File: src/logic/utf_pkg.sv
/*
 package for the transmit path with flow control: register map, fields, reset values,
 bit timing and state types. assumes an apb master on ref_clk and a receive path that
 hands finished characters and its fifo occupancy to this block.
*/
package utf_pkg;

	// ==========================================
	// register map (byte addresses)
	localparam logic [7:0] ADDR_HOLD = 8'h00;
	localparam logic [7:0] ADDR_IER = 8'h04;
	localparam logic [7:0] ADDR_IIR = 8'h08;
	localparam logic [7:0] ADDR_FCR = 8'h0C;
	localparam logic [7:0] ADDR_LCR = 8'h10;
	localparam logic [7:0] ADDR_MCR = 8'h14;
	localparam logic [7:0] ADDR_LSR = 8'h18;
	localparam logic [7:0] ADDR_EFR = 8'h1C;
	localparam logic [7:0] ADDR_RES1 = 8'h20;
	localparam logic [7:0] ADDR_RES2 = 8'h24;
	localparam logic [7:0] ADDR_PAU1 = 8'h28;
	localparam logic [7:0] ADDR_PAU2 = 8'h2C;
	localparam logic [7:0] ADDR_DIV = 8'h30;

	// ==========================================
	// field positions
	localparam int FCR_FIFO_EN = 0;
	localparam int FCR_DMA_MODE = 3;
	localparam int FCR_THR_LO = 4;
	localparam int IER_THR = 1;
	localparam int IER_PAUSE = 5;
	localparam int IER_CTS = 7;
	localparam int EFR_DOUBLE = 0;
	localparam int EFR_SWFC = 1;
	localparam int EFR_ARTS = 6;
	localparam int EFR_ACTS = 7;
	localparam int MCR_RTS = 1;
	localparam int LCR_STOP = 2;
	localparam int LCR_PAR_EN = 3;
	localparam int LCR_PAR_EVEN = 4;
	localparam int LSR_THRE = 5;
	localparam int LSR_TEMT = 6;
	localparam int IIR_THR = 1;
	localparam int IIR_SPECIAL = 4;
	localparam int IIR_FLOW = 5;

	// ==========================================
	// timing and reset values
	localparam logic [3:0] TICKS_PER_BIT = 4'hF;
	localparam logic [15:0] DIV_RESET = 16'h0001;
	localparam logic [7:0] CHAR_RESET = 8'h00;
	localparam logic [7:0] LCR_RESET = 8'h03;

	typedef enum logic [2:0] {ST_IDLE, ST_START, ST_DATA, ST_PAR, ST_STOP} utf_tx_type;
	typedef enum logic [1:0] {FC_NONE, FC_FIRST, FC_SECOND} utf_send_type;

	typedef struct packed {
		logic [7:0] data;
		logic valid;
	} utf_char_type;

endpackage : utf_pkg

File: src/logic/utf_tx.sv
/*
 transmit path of one serial channel: holding register and fifo, framer at the 16x rate,
 dma request, transmit interrupt, auto clear-to-send, auto request-to-send and software
 pause/resume control. assumes the receive path on the same clock delivers each received
 character as a one-cycle strobe and reports its fifo occupancy and trigger selection.
*/
// Decided for this implementation: the APB register port and the placing of the registers.
module utf_tx
#(
	parameter int DEPTH = 64,
	parameter bit DEEP = 1'b1
)
(
	// clock and reset
	input wire logic ref_clk,
	input wire logic resetn,
	// apb slave
	input wire logic psel,
	input wire logic penable,
	input wire logic pwrite,
	input wire logic [7:0] paddr,
	input wire logic [31:0] pwdata,
	output logic [31:0] prdata,
	output logic pready,
	output logic pslverr,
	// receive path side
	input utf_pkg::utf_char_type rx_char,
	input wire logic [6:0] rx_count,
	input wire logic [1:0] rx_trig_sel,
	output logic rx_char_keep,
	// line side
	input wire logic cts_n,
	output logic sout,
	output logic rts_n,
	// dma and interrupt
	output logic tx_dma_request,
	output logic interrupt_out
);
	import utf_pkg::*;

	localparam int AW = $clog2(DEPTH);

	// ==========================================
	// state
	typedef struct packed {
		logic [7:0] interrupt_enable_reg, fifo_control_reg, lcr, modem_control_reg, enhanced_feature_reg, res1, res2, pau1, pau2;
		logic [15:0] div, divcnt;
		logic [AW-1:0] wp, rp;
		logic [AW:0] cnt;
		logic [7:0] shift;
		logic [2:0] bitn;
		logic [3:0] tick;
		logic par;
		logic stop2;
		utf_tx_type st;
		logic thr_int, flow_int, special_int, pause_int;
		logic [1:0] hyst;
		logic paused;
		logic [7:0] prev_rx;
		logic prev_ok;
		utf_send_type fc_send;
		logic fc_off;
		logic rts_hold;
		logic dma_single;
		logic dma_burst;
		logic cts_a, cts_s, cts_prev;
		logic [31:0] rdata;
	} utf_state_type;

	utf_state_type q, d;
	logic [7:0] mem_q [DEPTH];
	logic push, pop, thr_empty, can_start, free_gt, hi_hit, lo_hit, rd_iir, fc_char;
	logic [AW:0] free, thresh;
	logic [6:0] up_lvl, lo_lvl, rts_off, rts_on;
	logic [7:0] send_byte;
	logic [2:0] nbits;

	always_ff @(posedge ref_clk)
		if (push)
			mem_q[q.wp] <= pwdata[7:0];

	always_comb
	begin
		d = q;
		push = psel && penable && pwrite && paddr == ADDR_HOLD && q.cnt != (AW+1)'(DEPTH);
		rd_iir = psel && penable && !pwrite && paddr == ADDR_IIR;
		free = (AW+1)'(DEPTH) - q.cnt;
		thresh = DEEP ? (AW+1)'({q.fifo_control_reg[FCR_THR_LO+1:FCR_THR_LO], 3'h0}) : (AW+1)'(DEPTH - 1);
		free_gt = free > thresh;
		nbits = 3'(4 + q.lcr[1:0]);
		// deep and shallow trigger tables for software and hardware flow
		unique case (rx_trig_sel)
			2'd0:
			begin
				up_lvl = DEEP ? 7'd8 : 7'd1;
				lo_lvl = 7'd0;
				rts_off = DEEP ? 7'd16 : 7'd2;
				rts_on = 7'd0;
			end
			2'd1:
			begin
				up_lvl = DEEP ? 7'd16 : 7'd4;
				lo_lvl = DEEP ? 7'd8 : 7'd1;
				rts_off = DEEP ? 7'd56 : 7'd8;
				rts_on = DEEP ? 7'd8 : 7'd1;
			end
			2'd2:
			begin
				up_lvl = DEEP ? 7'd56 : 7'd8;
				lo_lvl = DEEP ? 7'd16 : 7'd4;
				rts_off = DEEP ? 7'd60 : 7'd14;
				rts_on = DEEP ? 7'd16 : 7'd4;
			end
			default:
			begin
				up_lvl = DEEP ? 7'd60 : 7'd14;
				lo_lvl = DEEP ? 7'd56 : 7'd8;
				rts_off = DEEP ? 7'd60 : 7'd14;
				rts_on = DEEP ? 7'd56 : 7'd8;
			end
		endcase
		hi_hit = rx_count >= up_lvl;
		lo_hit = rx_count <= lo_lvl;

		// ==========================================
		// register writes
		if (psel && penable && pwrite)
			unique case (paddr)
				ADDR_IER: d.interrupt_enable_reg = pwdata[7:0];
				ADDR_FCR: d.fifo_control_reg = pwdata[7:0];
				ADDR_LCR: d.lcr = pwdata[7:0];
				ADDR_MCR: d.modem_control_reg = pwdata[7:0];
				ADDR_EFR: d.enhanced_feature_reg = pwdata[7:0];
				ADDR_RES1: d.res1 = pwdata[7:0];
				ADDR_RES2: d.res2 = pwdata[7:0];
				ADDR_PAU1: d.pau1 = pwdata[7:0];
				ADDR_PAU2: d.pau2 = pwdata[7:0];
				ADDR_DIV: d.div = pwdata[15:0];
				default: ;
			endcase

		// ==========================================
		// 16x tick and framer
		d.divcnt = (q.divcnt + 16'h0001 >= q.div) ? 16'h0000 : q.divcnt + 16'h0001;
		can_start = q.cnt != '0 && !q.paused && !(q.enhanced_feature_reg[EFR_ACTS] && q.cts_s)
			&& q.fc_send == FC_NONE;
		send_byte = q.fc_off ? (q.fc_send == FC_FIRST ? q.pau1 : q.pau2)
			: (q.fc_send == FC_FIRST ? q.res1 : q.res2);
		pop = 1'b0;
		if (q.divcnt == 16'h0000)
		begin
			d.tick = q.tick + 4'h1;
			unique case (q.st)
				ST_IDLE:
				begin
					d.tick = 4'h0;
					if (q.fc_send != FC_NONE)
					begin
						d.shift = send_byte;
						d.st = ST_START;
						d.fc_send = q.fc_send == FC_FIRST ? FC_SECOND : FC_NONE;
					end
					else if (can_start)
					begin
						d.shift = mem_q[q.rp];
						pop = 1'b1;
						d.st = ST_START;
					end
					d.par = !q.lcr[LCR_PAR_EVEN];
				end
				ST_START:
					if (q.tick == TICKS_PER_BIT)
					begin
						d.st = ST_DATA;
						d.bitn = 3'h0;
					end
				ST_DATA:
					if (q.tick == TICKS_PER_BIT)
					begin
						d.par = q.par ^ q.shift[0];
						d.shift = {1'b0, q.shift[7:1]};
						d.bitn = q.bitn + 3'h1;
						if (q.bitn == nbits)
							d.st = q.lcr[LCR_PAR_EN] ? ST_PAR : ST_STOP;
						d.stop2 = q.lcr[LCR_STOP];
					end
				ST_PAR:
					if (q.tick == TICKS_PER_BIT)
						d.st = ST_STOP;
				ST_STOP:
					if (q.tick == TICKS_PER_BIT)
					begin
						d.stop2 = 1'b0;
						if (!q.stop2)
							d.st = ST_IDLE;
					end
			endcase
		end

		// ==========================================
		// fifo pointers; non-fifo mode is a one-deep fifo
		if (push)
			d.wp = q.fifo_control_reg[FCR_FIFO_EN] ? q.wp + AW'(1) : q.rp;
		if (pop)
			d.rp = q.fifo_control_reg[FCR_FIFO_EN] ? q.rp + AW'(1) : q.rp;
		d.cnt = q.cnt + (AW+1)'(push) - (AW+1)'(pop);
		thr_empty = q.fifo_control_reg[FCR_FIFO_EN] ? (DEEP ? free_gt : q.cnt == '0) : q.cnt == '0;

		// ==========================================
		// transmit interrupt with write hysteresis: two writes in fifo mode, one in non-fifo mode
		if (push && q.hyst != 2'd2)
			d.hyst = q.hyst + 2'd1;
		if (push || rd_iir)
			d.thr_int = 1'b0;
		if (q.interrupt_enable_reg[IER_THR] && thr_empty && q.hyst == 2'd2 && !push && !q.thr_int
			&& (DEEP || q.cnt == '0 || !q.fifo_control_reg[FCR_FIFO_EN]))
		begin
			d.thr_int = 1'b1;
			// non-fifo re-arms on one write, so an ident read stays cleared
			d.hyst = q.fifo_control_reg[FCR_FIFO_EN] ? 2'd0 : 2'd1;
		end

		// ==========================================
		// dma request
		if (q.fifo_control_reg[FCR_DMA_MODE])
			d.dma_single = 1'b0;
		else if (push)
			d.dma_single = 1'b0;
		else if (q.cnt == '0)
			d.dma_single = 1'b1;
		// burst request holds from threshold down to full, so one request fills the fifo
		if (free == '0)
			d.dma_burst = 1'b0;
		else if (DEEP ? free_gt : q.cnt == '0)
			d.dma_burst = 1'b1;

		// ==========================================
		// clear-to-send
		d.cts_a = cts_n;
		d.cts_s = q.cts_a;
		d.cts_prev = q.cts_s;
		if (rd_iir)
			d.flow_int = 1'b0;
		if (q.enhanced_feature_reg[EFR_ACTS] && q.interrupt_enable_reg[IER_CTS] && q.cts_s && !q.cts_prev)
			d.flow_int = 1'b1;

		// ==========================================
		// software flow: received character matching
		fc_char = 1'b0;
		if (rd_iir)
			d.pause_int = 1'b0;
		if (rx_char.valid && q.enhanced_feature_reg[EFR_SWFC])
		begin
			d.prev_rx = rx_char.data;
			d.prev_ok = !q.prev_ok || !q.enhanced_feature_reg[EFR_DOUBLE];
			if (q.enhanced_feature_reg[EFR_DOUBLE] ? (q.prev_ok && q.prev_rx == q.pau1 && rx_char.data == q.pau2)
				: (rx_char.data == q.pau1 || rx_char.data == q.pau2))
			begin
				d.paused = 1'b1;
				d.special_int = 1'b1;
				d.pause_int = q.interrupt_enable_reg[IER_PAUSE] | d.pause_int;
				fc_char = 1'b1;
			end
			if (q.enhanced_feature_reg[EFR_DOUBLE] ? (q.prev_ok && q.prev_rx == q.res1 && rx_char.data == q.res2)
				: (rx_char.data == q.res1 || rx_char.data == q.res2))
			begin
				d.paused = 1'b0;
				d.special_int = 1'b0;
				fc_char = 1'b1;
			end
			if (q.enhanced_feature_reg[EFR_DOUBLE] && !q.prev_ok && (rx_char.data == q.pau1 || rx_char.data == q.res1))
				fc_char = 1'b1;
		end
		if (!q.enhanced_feature_reg[EFR_SWFC])
			d.paused = 1'b0;

		// ==========================================
		// software flow: sending pause or resume
		if (q.enhanced_feature_reg[EFR_SWFC] && q.fc_send == FC_NONE && q.st == ST_IDLE)
		begin
			if (hi_hit && !q.fc_off)
			begin
				d.fc_send = FC_FIRST;
				d.fc_off = 1'b1;
			end
			else if (lo_hit && q.fc_off)
			begin
				d.fc_send = FC_FIRST;
				d.fc_off = 1'b0;
			end
		end

		// ==========================================
		// auto request-to-send hold-off
		if (rx_count >= rts_off)
			d.rts_hold = 1'b1;
		else if (rx_count <= rts_on)
			d.rts_hold = 1'b0;

		// ==========================================
		// read data
		d.rdata = 32'h00000000;
		if (psel && !penable && !pwrite)
			unique case (paddr)
				ADDR_IER: d.rdata = {24'h000000, q.interrupt_enable_reg};
				ADDR_IIR: d.rdata = {26'h0000000, q.flow_int, q.special_int, 2'b00,
					q.thr_int, !(q.thr_int || q.flow_int || q.pause_int)};
				ADDR_FCR: d.rdata = {24'h000000, q.fifo_control_reg};
				ADDR_LCR: d.rdata = {24'h000000, q.lcr};
				ADDR_MCR: d.rdata = {24'h000000, q.modem_control_reg};
				ADDR_LSR: d.rdata = {25'h0000000, q.cnt == '0 && q.st == ST_IDLE, thr_empty, 5'h00};
				ADDR_EFR: d.rdata = {24'h000000, q.enhanced_feature_reg};
				ADDR_RES1: d.rdata = {24'h000000, q.res1};
				ADDR_RES2: d.rdata = {24'h000000, q.res2};
				ADDR_PAU1: d.rdata = {24'h000000, q.pau1};
				ADDR_PAU2: d.rdata = {24'h000000, q.pau2};
				ADDR_DIV: d.rdata = {16'h0000, q.div};
				default: d.rdata = 32'h00000000;
			endcase
	end

	// ==========================================
	// registers
	always_ff @(posedge ref_clk or negedge resetn)
		if (!resetn)
		begin
			q <= '0;
			q.lcr <= LCR_RESET;
			q.div <= DIV_RESET;
			q.hyst <= 2'd2;
			q.dma_single <= 1'b1;
			q.cts_a <= 1'b1;
			q.cts_s <= 1'b1;
			q.cts_prev <= 1'b1;
			q.res1 <= CHAR_RESET;
			q.pau1 <= CHAR_RESET;
		end
		else
			q <= d;

	// ==========================================
	// outputs
	assign pready = 1'b1;
	assign pslverr = 1'b0;
	assign prdata = q.rdata;
	assign rx_char_keep = rx_char.valid && !fc_char;
	assign sout = (q.st == ST_START) ? 1'b0 : (q.st == ST_DATA) ? q.shift[0]
		: (q.st == ST_PAR) ? q.par : 1'b1;
	assign rts_n = !(q.modem_control_reg[MCR_RTS] && !(q.enhanced_feature_reg[EFR_ARTS] && q.rts_hold));
	assign tx_dma_request = q.fifo_control_reg[FCR_DMA_MODE] ? (q.dma_burst && free != '0)
		: q.dma_single;
	assign interrupt_out = q.thr_int || q.flow_int || q.pause_int;

	// ==========================================
	// assertions
	a_bit_length: assert property (@(posedge ref_clk) disable iff (!resetn)
		q.st == ST_START && q.tick == 4'h0 && q.divcnt == 16'h0000 && q.div == 16'h0001
		|-> ##15 q.st == ST_START ##1 q.st == ST_DATA) else $error("bit time wrong");
	a_start_low: assert property (@(posedge ref_clk) disable iff (!resetn)
		q.st == ST_START |-> sout == 1'b0) else $error("start bit not low");
	a_push_count: assert property (@(posedge ref_clk) disable iff (!resetn)
		push && !pop |=> q.cnt == $past(q.cnt) + (AW+1)'(1)) else $error("push lost");
	a_thr_clear: assert property (@(posedge ref_clk) disable iff (!resetn)
		push |=> !q.thr_int) else $error("holding write kept interrupt");
	a_paused_hold: assert property (@(posedge ref_clk) disable iff (!resetn)
		q.paused && q.st == ST_IDLE && q.fc_send == FC_NONE |=> q.st == ST_IDLE)
		else $error("sent while paused");
	a_cts_hold: assert property (@(posedge ref_clk) disable iff (!resetn)
		q.enhanced_feature_reg[EFR_ACTS] && q.cts_s && q.st == ST_IDLE && q.fc_send == FC_NONE |-> !pop)
		else $error("sent while clear-to-send high");
	a_idle_mark: assert property (@(posedge ref_clk) disable iff (!resetn)
		q.st == ST_IDLE |-> sout) else $error("idle line not mark");
	a_keep_flow: assert property (@(posedge ref_clk) disable iff (!resetn)
		fc_char |-> !rx_char_keep) else $error("flow char passed");
	a_rts_req: assert property (@(posedge ref_clk) disable iff (!resetn)
		!q.modem_control_reg[MCR_RTS] |-> rts_n) else $error("request line without modem bit");
	a_dma_single: assert property (@(posedge ref_clk) disable iff (!resetn)
		!q.fifo_control_reg[FCR_DMA_MODE] && push |=> !tx_dma_request) else $error("single dma stuck");
	a_dma_full: assert property (@(posedge ref_clk) disable iff (!resetn)
		q.fifo_control_reg[FCR_DMA_MODE] && q.cnt == (AW+1)'(DEPTH) |-> !tx_dma_request)
		else $error("burst dma at full");

endmodule : utf_tx

File: config.mk
export PLATFORM = sky130hd
export DESIGN_NAME = utf_tx
export DESIGN_NICKNAME = d
export VERILOG_FILES = /design/src/logic/utf_pkg.sv /design/src/logic/utf_tx.sv
export SDC_FILE = /design/constraint.sdc
export NUM_CORES = 1
export LEC_CHECK = 0
export ABC_AREA = 1
export CORE_ASPECT_RATIO = 1.4
export CORE_MARGIN = 8
export CORE_UTILIZATION = 35
export CTS_CLUSTER_SIZE = 14
export DETAILED_ROUTE_END_ITERATION = 8
export DONT_BUFFER_PORTS = 1
export PLACE_DENSITY = 0.5
export SYNTH_ARGS = -nofsm -noshare
export SYNTH_HDL_FRONTEND = slang
export SYNTH_SLANG_ARGS = --single-unit
export TNS_END_PERCENT = 50
File: constraint.sdc
create_clock -name ref_clk -period 3.3 [get_ports ref_clk]
set_clock_uncertainty 0.1 [all_clocks]
set_input_delay 0.825 -clock ref_clk [delete_from_list [all_inputs] [get_ports ref_clk]]
set_output_delay 0.825 -clock ref_clk [all_outputs]
set_load 0.02 [all_outputs]
==> results of run 1 <==
## power breakdown
group / switching [uW] / total, uW / internal [uW]
registers: 71.0 / 9560 / 9480
logic: 443 / 775 / 331
clock network: 3570 / 8140 / 4570
total: 4080 / 18500 / 14400
## metrics by stage
step                power [uW]  std cells
global route             19000       4723
finish                   18500       4724
floorplan                10200       3385
detailed placement       10300       4570
CTS                      18600       4718
global placement         10300       4570
## cell families after synthesis
family,synth area share [%]
other,0.0233
buffers and inverters,6.88
adder cells (fa/ha/maj),1.85
AND/OR/NAND/NOR,22.1
flip-flops,61.9
AO/OA/AOI/OAI,6.02
multiplexers,0.0310
XOR/XNOR,1.17
## routing by layer
layer	vias up	wire (um)	GRT usage, %	share of wire (%)
li1	11300	-	-	-
met1	11000	36500	20.7	40
met2	481	47800	31.9	52
met3	146	3670	2.32	4.0
met4	0	3790	8.15	4.1
met5	-	0	0	0
## layout make-up
class                      instances  share of cell area, %
sequential                       696                   54.2
antenna                            1                0.00679
inverter                         354                   3.62
timing repair buffer             167                   3.84
clock inverter                    33                  0.981
multi-input combinational       2170                   27.9
clock buffer                      97                   5.36
tap                             1206                   4.09
## path summary, 6_finish.rpt
path                            slack, ns                   end  depth (start not counted)
worst max register to register       0.25       q[83]$_DFF_PN0_                         20
worst max-delay path                 0.02        tx_dma_request                         10
worst min register to register       0.26       d[32]$_DFF_PN1_                          0
max in group asynchronous            2.71       q[82]$_DFF_PN0_                          0
min in group ref_clk                 0.07       d[33]$_DFF_PN1_                          0
worst min-delay path                -0.23  prdata[13]$_DFF_PN0_                          0
## repair_timing
action	CTS	global route
buffers inserted	18	5
endpoints found under the setup margin	2	20
pin swaps	5	10
resized for setup	12	32
hold endpoints to repair	184	176
## cells in the final DEF (no fill, tap or decap), types with 5 or more instances in the layout
master     count
nor2_2         7
nand3_4        5
buf_12        12
nand3_2       10
xor2_1        33
clkbuf_16     72
o21ai_1       22
nor2_1       347
inv_1        333
edfxtp_1     512
inv_2         17
nor2_4         7
xnor2_1        7
buf_4        152
ha_1          42
clkbuf_8       8
clkinv_1      15
dfstp_2        8
nand2_2        7
o21ai_0      200
conb_1        18
nor3_1        16
nor3_2         5
a21oi_1      100
clkbuf_1      17
nand3_1      337
o22ai_1       19
nand4_1       30
clkinv_2       6
nand2_1      912
dfrtp_1      171
## state kept, by name, summed over array words and instances (netlist names)
register	flops
q	166
mem_q	512
prdata	16
d	2
## worst max-delay path, delay by kind of cell, from the launching register on
kind / cells / cell delay, ns
AO/OA/AOI/OAI: 1 / 0.12
XOR/XNOR: 1 / 0.21
adder cells (fa/ha/maj): 1 / 0.11
flip-flops: 1 / 0.38
AND/OR/NAND/NOR: 3 / 0.53
buffers and inverters: 4 / 0.36
==> flow_summary.rst, run 1 <==
.. list-table::
   :header-rows: 1

   * - Metric
     - Value
   * - Max Transition Viols Final
     - 0
   * - Final setup viols
     - 0
   * - Worst endpoint data arrival time
     - around 2.4 ns
   * - Via count of the first global-routing pass
     - between 20,000 and 25,000
   * - Worst-case vdd ir drop
     - between 0.0003 and 0.0004 V
   * - Drt total wl
     - slightly above 90,000 um
   * - Initial Utilization
     - approximately a third
   * - Reg clk slew, reported paths
     - about 0.06 ns
   * - Layout Nets
     - approximately 3,600
   * - Post-synthesis cell area
     - 0.0323 sq mm
   * - DR vias/cell
     - approximately 4.8
   * - Final core area utilization
     - around 40%
   * - Number of maximum-capacitance constraint violations
     - 0
   * - Final Hold Vio Count
     - around 180
   * - Most area-hungry cell type in the Yosys netlist
     - edfxtp_1
   * - Setup repair after global routing missed its margin
     - yes
   * - Number of design rule violations left after detail routing
     - 0
   * - Number of top-level design ports
     - ~100
   * - Count of unique library cells instantiated by Yosys
     - between 50 and 60
   * - Post-route clock period utilization
     - between 90% and 100%
   * - Global route total overflow
     - 0
   * - Cell with the largest stage delay on the worst path
     - dfrtp_1
   * - Power per standard cell area
     - between 500 and 600 mW/mm^2
   * - Insertion delay of the later-clocked pin in the worst-skew pair
     - 0.66 ns
   * - Post-Place Setup Slack
     - -0.0223 ns
   * - Antenna Violating Nets Remaining
     - 0
   * - Lkg Pwr
     - about 0.015 uW
   * - Detailed-route wire length per cell
     - 19.4 um
   * - Biggest fanout along the worst timing path
     - 2
   * - Count of mapped cells out of synthesis
     - approximately 3,400
   * - Area share of the leading cell type in the synthesized netlist
     - between 40 and 50%
   * - Largest incremental delay on the critical path
     - 0.38 ns
   * - Violations in the final reports
     - hold timing
   * - First-pass GRT wire length
     - about 140,000 um
   * - Hold WC Path Type
     - input port to asynchronous set/reset pin
   * - Seq/Total Area, Yosys
     - roughly three fifths
   * - Total half-perimeter wirelength after legalization and detailed placement
     - around 59,000 um
   * - Starting DRC count in detailed routing
     - around 1,400
   * - Worst hold slack
     - -0.229 ns
   * - Share of synthesized flip-flops with an asynchronous set or reset
     - a little over a quarter
   * - Prevailing post-synth register cell
     - edfxtp_1
   * - Outcome
     - finished with violations
   * - CTS tree
     - done
   * - Total routing resource utilization after global routing
     - roughly 18%
   * - Fraction of final layout cells with drive strength greater than 1
     - about a tenth
   * - Layout filler cell count
     - about 9,000
   * - Launching element of the worst setup path
     - q[79]$_DFF_PN0_
   * - Standard cell area after detailed placement
     - 0.0342 sq mm
   * - Routability congestion estimate from global placement
     - between 0.8 and 0.9
   * - Maximum level of the CTS H-tree
     - 3
   * - Top-count cell post-synth
     - nand2_1
   * - Worst setup EP type
     - primary output
   * - Area occupied by multi-input gates
     - slightly above 0.01 sq mm
   * - Antenna violations before repair
     - 0
   * - Growth of design area from synthesis to finish
     - 14.2%
   * - Largest cells by area after synthesis
     - edfxtp_1, dfrtp_1, nand2_1
   * - Post-synth EDFFs
     - around 500
   * - Transition time at the pin with the least slew margin
     - ~0.8 ns
   * - Worst Path Class, Setup
     - flip-flop to primary output
   * - Post-synthesis register bit count
     - around 700
   * - Buffers on Ports
     - 0
   * - Worst slew margin relative to its limit
     - between 40% and 50%
   * - Width of the chip
     - ~270 um
   * - Buffer cell driving the clock tree root
     - clkbuf_16
   * - Reg-to-reg critical path startpoint
     - q[97]$_DFF_PN0_
   * - Worst-path cell chain
     - inv_2, buf_6, ha_4, inv_2, nor2_4, xor2_2, nand3_2, nor4_4, o22ai_2, buf_6
   * - Synthesis warning total
     - 0
   * - Post-route design area
     - 0.0369 sq mm
   * - F_max
     - roughly 0.30 GHz
   * - Row count
     - around 130
   * - Sequential Area
     - around 0.020 sq mm
   * - DR vias
     - approximately 23,000
   * - Std-Cell Core Area
     - approximately 0.09 sq mm
   * - Total Die Area
     - 0.102 sq mm
   * - Critical path launch point type
     - flip-flop
   * - Clk sinks
     - approximately 700
   * - Total CTS buffers
     - 72
   * - 1st-pass router iterations
     - 5
   * - Required @ worst endpoint
     - between 2 and 2.5 ns
   * - Worst-case clock buffer depth
     - 3
   * - Chip Height
     - roughly 380 um
   * - Minimum clock period after layout
     - 3.28 ns
   * - Setup total negative slack
     - 0 ns
   * - Pin count of the biggest net entering global routing
     - about 190
   * - Crit path setup slack, layout
     - just over 0.02 ns
   * - Syn Area/Cell
     - around 9.6 sq um
   * - Most numerous cell types in the synthesized netlist
     - nand2_1, edfxtp_1, nor2_1, inv_1, nand3_1
Note: power is estimated with default switching activity, not from simulation.
==> inputs of run 2 (changes only) <==
--- a/config.mk
+++ b/config.mk
@@ -13,6 +13,7 @@
 export DETAILED_ROUTE_END_ITERATION = 8
 export DONT_BUFFER_PORTS = 1
 export PLACE_DENSITY = 0.5
+export SETUP_SLACK_MARGIN = 0.05
 export SYNTH_ARGS = -nofsm -noshare
 export SYNTH_HDL_FRONTEND = slang
 export SYNTH_SLANG_ARGS = --single-unit
==> run 2 against run 1 <==
The flow still finishes with violations (hold timing). Utilization down 0.19 points. Sequential share of layout area up 0.26 points. Sequential power about the same. Die area unchanged. Worst setup slack better by 0.066 ns. Global-route usage down 0.068 points. Critical path type unchanged. Largest power group unchanged. Highest routed layer unchanged.
==> flow_summary.rst, run 2 (synthesis results as in run 1) <==
.. list-table::
   :header-rows: 1

   * - Metric
     - Value
   * - Worst endpoint data arrival time
     - 2.29 ns (was 2.35 ns)
   * - Max Transition Viols Final
     - 0 (unchanged)
   * - Fraction of final layout cells with drive strength greater than 1
     - 9.91% (was 10.2%)
   * - Biggest fanout along the worst timing path
     - 2 (unchanged)
   * - Setup repair after global routing missed its margin
     - yes (unchanged)
   * - Routability congestion estimate from global placement
     - 0.900 (was 0.876)
   * - Number of top-level design ports
     - 103 (unchanged)
   * - F_max
     - 0.311 GHz (was 0.305 GHz)
   * - Total Die Area
     - 0.102 sq mm (unchanged)
   * - Largest reg by FF count
     - mem_q (unchanged)
   * - Worst hold slack
     - -0.194 ns (was -0.229 ns)
   * - Worst slew margin relative to its limit
     - 36.8% (was 45.0%)
   * - Total CTS buffers
     - 70 (was 72)
   * - Setup total negative slack
     - 0 ns (unchanged)
   * - Count of non-filler cells in the finished layout
     - 4,717 (was 4,724)
   * - Worst-path cell chain
     - inv_2, buf_6, ha_4, inv_2, nor2_4, buf_6, nand2_4, xor2_4, nor4_4, o22ai_1, buf_4 (was inv_2, buf_6, ha_4, inv_2, nor2_4, xor2_2, nand3_2, nor4_4, o22ai_2, buf_6)
   * - Buf+Inv Stages, Crit Path
     - 5 (was 4)
   * - Violations in the final reports
     - hold timing (unchanged)
   * - Kind of cell adding the most delay to the critical path
     - buffers and inverters (was simple AND/OR/NAND/NOR gates)
   * - Chip Height
     - 375 um (unchanged)
   * - Number of design rule violations left after detail routing
     - 0 (unchanged)
   * - Required @ worst endpoint
     - 2.37 ns (about the same)
   * - Pin count of the biggest net entering global routing
     - 185 (unchanged)
   * - Worst setup EP type
     - primary output (unchanged)
   * - Minimum clock period after layout
     - 3.21 ns (was 3.28 ns)
   * - Clk sinks
     - 696 (unchanged)
   * - Antenna diodes
     - 0 (was 1)
   * - Power per standard cell area
     - 497 mW/mm^2 (was 501 mW/mm^2)
   * - Worst-case vdd ir drop
     - 0.000360 V (was 0.000379 V)
   * - Critical path launch point type
     - flip-flop (unchanged)
   * - Antenna Violating Nets Remaining
     - 0 (unchanged)
   * - Antenna violations before repair
     - 0 (unchanged)
   * - Number of maximum-capacitance constraint violations
     - 0 (unchanged)
   * - Post-route clock period utilization
     - 97.4% (was 99.4%)
   * - Growth of design area from synthesis to finish
     - 13.7% (was 14.2%)
   * - Commonest cells after routing, fill and taps aside
     - nand2_1, edfxtp_1, nor2_1 (unchanged)
   * - Layout filler cell count
     - 9,072 (was 9,060)
   * - Most common cell after layout, fill and taps aside
     - nand2_1 (unchanged)
   * - Buffer cell driving the clock tree root
     - clkbuf_16 (unchanged)
   * - Overall power consumption
     - 18,200 uW (was 18,500 uW)
   * - Post-Place Setup Slack
     - 0.0211 ns (was -0.0223 ns)
   * - Initial Utilization
     - 35.1% (unchanged)
   * - Reg clk slew, reported paths
     - 0.06 ns (about the same)
   * - Total routing resource utilization after global routing
     - 17.6% (was 17.7%)
   * - Lkg Pwr
     - 0.0151 uW (was 0.0152 uW)
   * - Hold WC Path Type
     - input port to asynchronous set/reset pin (unchanged)
   * - Cell with the largest stage delay on the worst path
     - dfrtp_1 (unchanged)
   * - Worst Path Class, Setup
     - flip-flop to primary output (unchanged)
   * - Maximum level of the CTS H-tree
     - 3 (unchanged)
   * - DR vias/cell
     - 4.84 (about the same)
   * - Std-Cell Core Area
     - 0.0920 sq mm (unchanged)
   * - Post-placement cell count
     - 4,579 (was 4,570)
   * - Final setup viols
     - 0 (unchanged)
   * - CTS tree
     - done (unchanged)
   * - Number of flip-flops under the largest register name
     - 512 (unchanged)
   * - Final Hold Vio Count
     - 176 (unchanged)
   * - Outcome
     - finished with violations (unchanged)
   * - First-pass GRT wire length
     - 139,000 um (was 138,000 um)
   * - Drt total wl
     - 91,300 um (was 91,800 um)
   * - 1st-pass router iterations
     - 5 (unchanged)
   * - Total half-perimeter wirelength after legalization and detailed placement
     - 59,800 um (was 58,900 um)
   * - DR vias
     - 22,800 (was 22,900)
   * - Transition time at the pin with the least slew margin
     - 0.948 ns (was 0.823 ns)
   * - Buffers on Ports
     - 0 (unchanged)
   * - Detailed-route wire length per cell
     - 19.4 um (about the same)
   * - Row count
     - 132 (unchanged)
   * - Via count of the first global-routing pass
     - 22,800 (was 22,600)
   * - Global route total overflow
     - 0 (unchanged)
   * - Width of the chip
     - 273 um (unchanged)
   * - Layout Nets
     - 3,566 (was 3,572)
   * - Starting DRC count in detailed routing
     - 1,583 (was 1,371)
   * - Crit path setup slack, layout
     - 0.0869 ns (was 0.0208 ns)
   * - Worst-case clock buffer depth
     - 3 (unchanged)
   * - Insertion delay of the later-clocked pin in the worst-skew pair
     - 0.62 ns (was 0.66 ns)
   * - Largest incremental delay on the critical path
     - 0.39 ns (was 0.38 ns)
[run 2: report_power, final]
group,switching [uW],internal (uW),total [uW]
sequential,74.9,9480,9560
clock,3480,4480,7960
combinational,426,296,722
[run 2: final cells by class]
class                           count  area, sq um  share of cell area (%)
Clock inverter                     36          320                   0.873
Inverter                          354         1340                    3.64
Multi-Input combinational cell   2170        10200                    27.9
Tap cell                         1206         1510                    4.11
Timing Repair Buffer              163         1380                    3.75
Sequential cell                   696        20000                    54.5
Clock buffer                       92         1910                    5.19
[run 2: stage by stage]
stage               util (%)  area [sq um]
finish                  39.9         36700
global route            39.9         36700
CTS                     39.8         36600
detailed placement      37.2         34300
global placement        37.2         34300
floorplan                  -         32300
[run 2: worst paths after layout]
| kind | to | slack (ns) | start | cells after the start |
|---|---|---|---|---|
| hold / removal | q[109]$_DFF_PN0_ | -0.19 | resetn | 0 |
| setup / recovery | tx_dma_request | 0.09 | q[79]$_DFF_PN0_ | 11 |
| hold reg to reg | d[32]$_DFF_PN1_ | 0.25 | d[33]$_DFF_PN1_ | 0 |
| setup reg to reg | q[83]$_DFF_PN0_ | 0.23 | q[97]$_DFF_PN0_ | 20 |
| max in group asynchronous | q[82]$_DFF_PN0_ | 2.78 | resetn | 0 |
| min in group ref_clk | d[33]$_DFF_PN1_ | 0.10 | cts_n | 0 |
[run 2: worst register-to-register path, stage by stage, from the launching register on]
cell and delay, ns:
dfrtp_1 0.39, inv_1 0.08, ha_2 0.20, nand4_1 0.10
nor2_1 0.13, nand2_2 0.12, inv_2 0.09, nand2_2 0.10
nor2_4 0.14, ha_1 0.23, inv_1 0.05, ha_1 0.15
inv_1 0.06, fa_2 0.36, nor2_1 0.09, nor2_1 0.05
o21bai_1 0.17, a21oi_1 0.09, nor2_1 0.09, nor2_1 0.05
xor2_1 0.13
[run 2: what timing repair did]
| item | in CTS | in global routing |
|---|---|---|
| resized for setup | 17 | 20 |
| gates cloned | 0 | 0 |
| pin swaps | 6 | 7 |
| setup endpoints to repair | 3 | 19 |
| buffers inserted | 8 | 2 |
| endpoints found under the hold margin | 177 | 176 |
[run 2: metal layers]
layer,track usage (%),vias up,part of all wire (%)
met4,6.82,0,3.7
met2,31.8,508,52
met1,21.0,10900,41
met5,0,-,0
li1,-,11300,-
met3,2.53,151,3.9
==> inputs of run 3 (changes only) <==
==> constraint.sdc (replaced) <==
create_clock -name ref_clk -period 3.3 [get_ports ref_clk]
set_clock_uncertainty 0.1 [all_clocks]
set_input_delay 0.66 -clock ref_clk [delete_from_list [all_inputs] [get_ports ref_clk]]
set_output_delay 0.66 -clock ref_clk [all_outputs]
set_load 0.02 [all_outputs]
==> run 3 against run 2 <==
The flow still finishes with violations (hold timing). Critical endpoint unchanged. Via count grew 0.96%. Largest cell class unchanged. Wire length grew 6.4%. Global-route usage grew 1.1 points. Count of clock-buffer cells in the layout grew 2. First-iteration DRC count shrank 7.1%.
==> flow_summary.rst, run 3 (synthesis results as in run 1) <==
.. list-table::
   :header-rows: 1

   * - Metric
     - Value
   * - Outcome
     - finished with violations (unchanged)
   * - Violations in the final reports
     - hold timing (unchanged)
   * - Commonest cells after routing, fill and taps aside
     - nand2_1, edfxtp_1, nor2_1 (unchanged)
   * - Detailed-route wire length per cell
     - 20.5 um (was 19.4 um)
   * - Final setup viols
     - 0 (unchanged)
   * - Reg-to-reg critical path startpoint
     - q[96]$_DFF_PN0_ (was q[97]$_DFF_PN0_)
   * - Final core area utilization
     - 40.6% (was 39.9%)
   * - Worst-path cell chain
     - inv_2, buf_4, buf_4, ha_4, nand3_4, inv_2, nand2_2, buf_6, nand2_2, nor4_4, o22ai_2, buf_6 (was inv_2, buf_6, ha_4, inv_2, nor2_4, buf_6, nand2_4, xor2_4, nor4_4, o22ai_1, buf_4)
   * - Transition time at the pin with the least slew margin
     - 1.07 ns (was 0.948 ns)
   * - Chip Height
     - 375 um (unchanged)
   * - Required @ worst endpoint
     - 2.54 ns (was 2.37 ns)
   * - Worst-case vdd ir drop
     - 0.000422 V (was 0.000360 V)
   * - Pin count of the biggest net entering global routing
     - 185 (unchanged)
   * - Clk sinks
     - 696 (unchanged)
   * - Final Hold Vio Count
     - 184 (was 176)
   * - Hold WC Path Type
     - input port to asynchronous set/reset pin (unchanged)
   * - Critical path launch point type
     - flip-flop (unchanged)
   * - Terminus of the critical flop-to-flop path
     - q[83]$_DFF_PN0_ (unchanged)
   * - Number of flip-flops under the largest register name
     - 512 (unchanged)
   * - Setup repair after global routing missed its margin
     - yes (unchanged)
   * - Net Sw Power
     - 4190 uW (was 3980 uW)
   * - Width of the chip
     - 273 um (unchanged)
   * - Lkg Pwr
     - 0.0154 uW (was 0.0151 uW)
   * - F_max
     - 0.313 GHz (was 0.311 GHz)
   * - Worst-case clock buffer depth
     - 3 (unchanged)
   * - Total CTS buffers
     - 71 (was 70)
   * - Largest incremental delay on the critical path
     - 0.36 ns (was 0.39 ns)
   * - Buf+Inv Stages, Crit Path
     - 6 (was 5)
   * - Std-Cell Core Area
     - 0.0920 sq mm (unchanged)
   * - Initial Utilization
     - 35.1% (unchanged)
   * - Kind of cell adding the most delay to the critical path
     - buffers and inverters (unchanged)
   * - Drt total wl
     - 97,100 um (was 91,300 um)
   * - Internal power contribution
     - 15,000 uW (was 14,300 uW)
   * - Fraction of power spent switching nets
     - 21.8% (about the same)
   * - Worst setup EP type
     - primary output (unchanged)
   * - DR vias/cell
     - 4.86 (was 4.84)
   * - Worst Path Class, Setup
     - flip-flop to primary output (unchanged)
   * - Total Die Area
     - 0.102 sq mm (unchanged)
   * - Row count
     - 132 (unchanged)
   * - Max Transition Viols Final
     - 0 (unchanged)
   * - Total routing resource utilization after global routing
     - 18.8% (was 17.6%)
   * - DR vias
     - 23,100 (was 22,800)
   * - Growth of design area from synthesis to finish
     - 15.7% (was 13.7%)
   * - Maximum level of the CTS H-tree
     - 3 (unchanged)
   * - Post-route clock period utilization
     - 96.9% (was 97.4%)
   * - Worst endpoint data arrival time
     - 2.44 ns (was 2.29 ns)
   * - Flop2flop setup slack
     - 0.27 ns (was 0.23 ns)
   * - Power per standard cell area
     - 514 mW/mm^2 (was 497 mW/mm^2)
   * - Sequential Area
     - 0.0200 sq mm (about the same)
   * - Sequential share of power
     - 49.7% (was 52.4%)
   * - Layout Nets
     - 3,588 (was 3,566)
   * - Largest reg by FF count
     - mem_q (unchanged)
   * - Via count of the first global-routing pass
     - 22,900 (was 22,800)
   * - Worst hold slack
     - -0.380 ns (was -0.194 ns)
   * - Layout filler cell count
     - 9,035 (was 9,072)
   * - Routability congestion estimate from global placement
     - 0.911 (was 0.900)
   * - Number of maximum-capacitance constraint violations
     - 0 (unchanged)
   * - Buffer cell driving the clock tree root
     - clkbuf_16 (unchanged)
   * - Portion of total power attributed to the clock network
     - 45.5% (was 43.6%)
   * - 1st-pass router iterations
     - 7 (was 5)
   * - Insertion delay of the later-clocked pin in the worst-skew pair
     - 0.65 ns (was 0.62 ns)
   * - Setup total negative slack
     - 0 ns (unchanged)
   * - Minimum clock period after layout
     - 3.20 ns (was 3.21 ns)
   * - Overall power consumption
     - 19,200 uW (was 18,200 uW)
   * - Antenna Violating Nets Remaining
     - 0 (unchanged)
   * - Total half-perimeter wirelength after legalization and detailed placement
     - 59,000 um (was 59,800 um)
   * - First-pass GRT wire length
     - 145,000 um (was 139,000 um)
   * - Cell with the largest stage delay on the worst path
     - dfrtp_1 (unchanged)
   * - Starting DRC count in detailed routing
     - 1,471 (was 1,583)
   * - Number of top-level design ports
     - 103 (unchanged)
   * - Biggest fanout along the worst timing path
     - 3 (was 2)
   * - Number of design rule violations left after detail routing
     - 0 (unchanged)
   * - Global route total overflow
     - 0 (unchanged)
   * - Area occupied by multi-input gates
     - 0.0103 sq mm (was 0.0102 sq mm)
   * - Antenna violations before repair
     - 3 (was 0)
   * - Hold-fix buffers at CTS
     - 24
   * - Worst slew margin relative to its limit
     - 28.1% (was 36.8%)
   * - Reg clk slew, reported paths
     - 0.06 ns (about the same)
   * - Post-route design area
     - 0.0374 sq mm (was 0.0367 sq mm)
   * - Buffers on Ports
     - 0 (unchanged)
   * - Most common cell after layout, fill and taps aside
     - nand2_1 (unchanged)
   * - Logic pwr share
     - 4.8% (was 4.0%)
   * - Fraction of final layout cells with drive strength greater than 1
     - 10.3% (was 9.91%)
   * - Worst R2R Path Depth
     - 20 (unchanged)
   * - Standard cell area after detailed placement
     - 0.0342 sq mm (was 0.0343 sq mm)
   * - CTS tree
     - done (unchanged)
## run 3: worst max-delay path by stage
stage                      endpoint       startpoint  slack [ns]  depth (start not counted)
floorplan           q[83]$_DFF_PN0_         paddr[0]        0.18                         19
global placement    q[83]$_DFF_PN0_  q[96]$_DFF_PN0_       -0.01                         20
detailed placement  q[83]$_DFF_PN0_  q[97]$_DFF_PN0_        0.03                         20
CTS                  tx_dma_request  q[79]$_DFF_PN0_        0.02                         10
global route         tx_dma_request  q[79]$_DFF_PN0_       -0.02                         12
finish               tx_dma_request  q[79]$_DFF_PN0_        0.10                         12
## run 3: worst register-to-register path, delay by kind of cell (launching register included)
family | cells | cell delay, ns
AOI/OAI and AO/OA | 2 | 0.28
xor gates and xnor gates | 1 | 0.13
adders and majority gates | 4 | 0.91
buffers and inverters | 4 | 0.27
DFF | 1 | 0.37
and+or+nand+nor | 9 | 0.86
## run 3: metal layers
metal	share of wire [%]	wire (um)	vias up	GRT usage [%]
met4	4.2	4110	0	8.41
li1	-	-	11300	-
met5	0	0	-	0
met1	39	38000	11100	21.4
met3	4.0	3880	162	2.71
met2	53	51200	501	34.4
## run 3: per-stage QoR
step	setup slack, ns	instances
3_3_place_gp	-0.0135	4571
2_1_floorplan	0.176	3385
6_report	0.101	4743
4_1_cts	0.0217	4736
3_5_place_dp	0.0272	4571
5_1_grt	-0.0169	4742
## run 3: timing repair
item / 4_1_cts / 5_1_grt
endpoints found under the setup margin: 2 / 20
setup buffers: 9 / 6
cloned: 0 / 0
hold endpoints to repair: 554 / 184
resized for setup: 15 / 25
pin swaps: 5 / 11
## run 3: area by class of cell
| class | instances | share of cell area, % |
|---|---|---|
| timing repair buffer | 184 | 4.64 |
| inverter | 354 | 3.58 |
| clock inverter | 38 | 1.52 |
| clock buffer | 94 | 5.18 |
| multi-input combinational | 2170 | 27.5 |
| tap | 1206 | 4.04 |
| sequential | 696 | 53.5 |
| antenna | 1 | 0.00670 |
## run 3: power by group through the flow
stage / registers [uW] / logic [uW] / clock network [uW]
5_1_grt: 9550 / 1010 / 9250
3_3_place_gp: 9730 / 602 / 0
2_1_floorplan: 9710 / 455 / 0
6_report: 9550 / 916 / 8740
4_1_cts: 9550 / 883 / 8960
3_5_place_dp: 9730 / 602 / 0
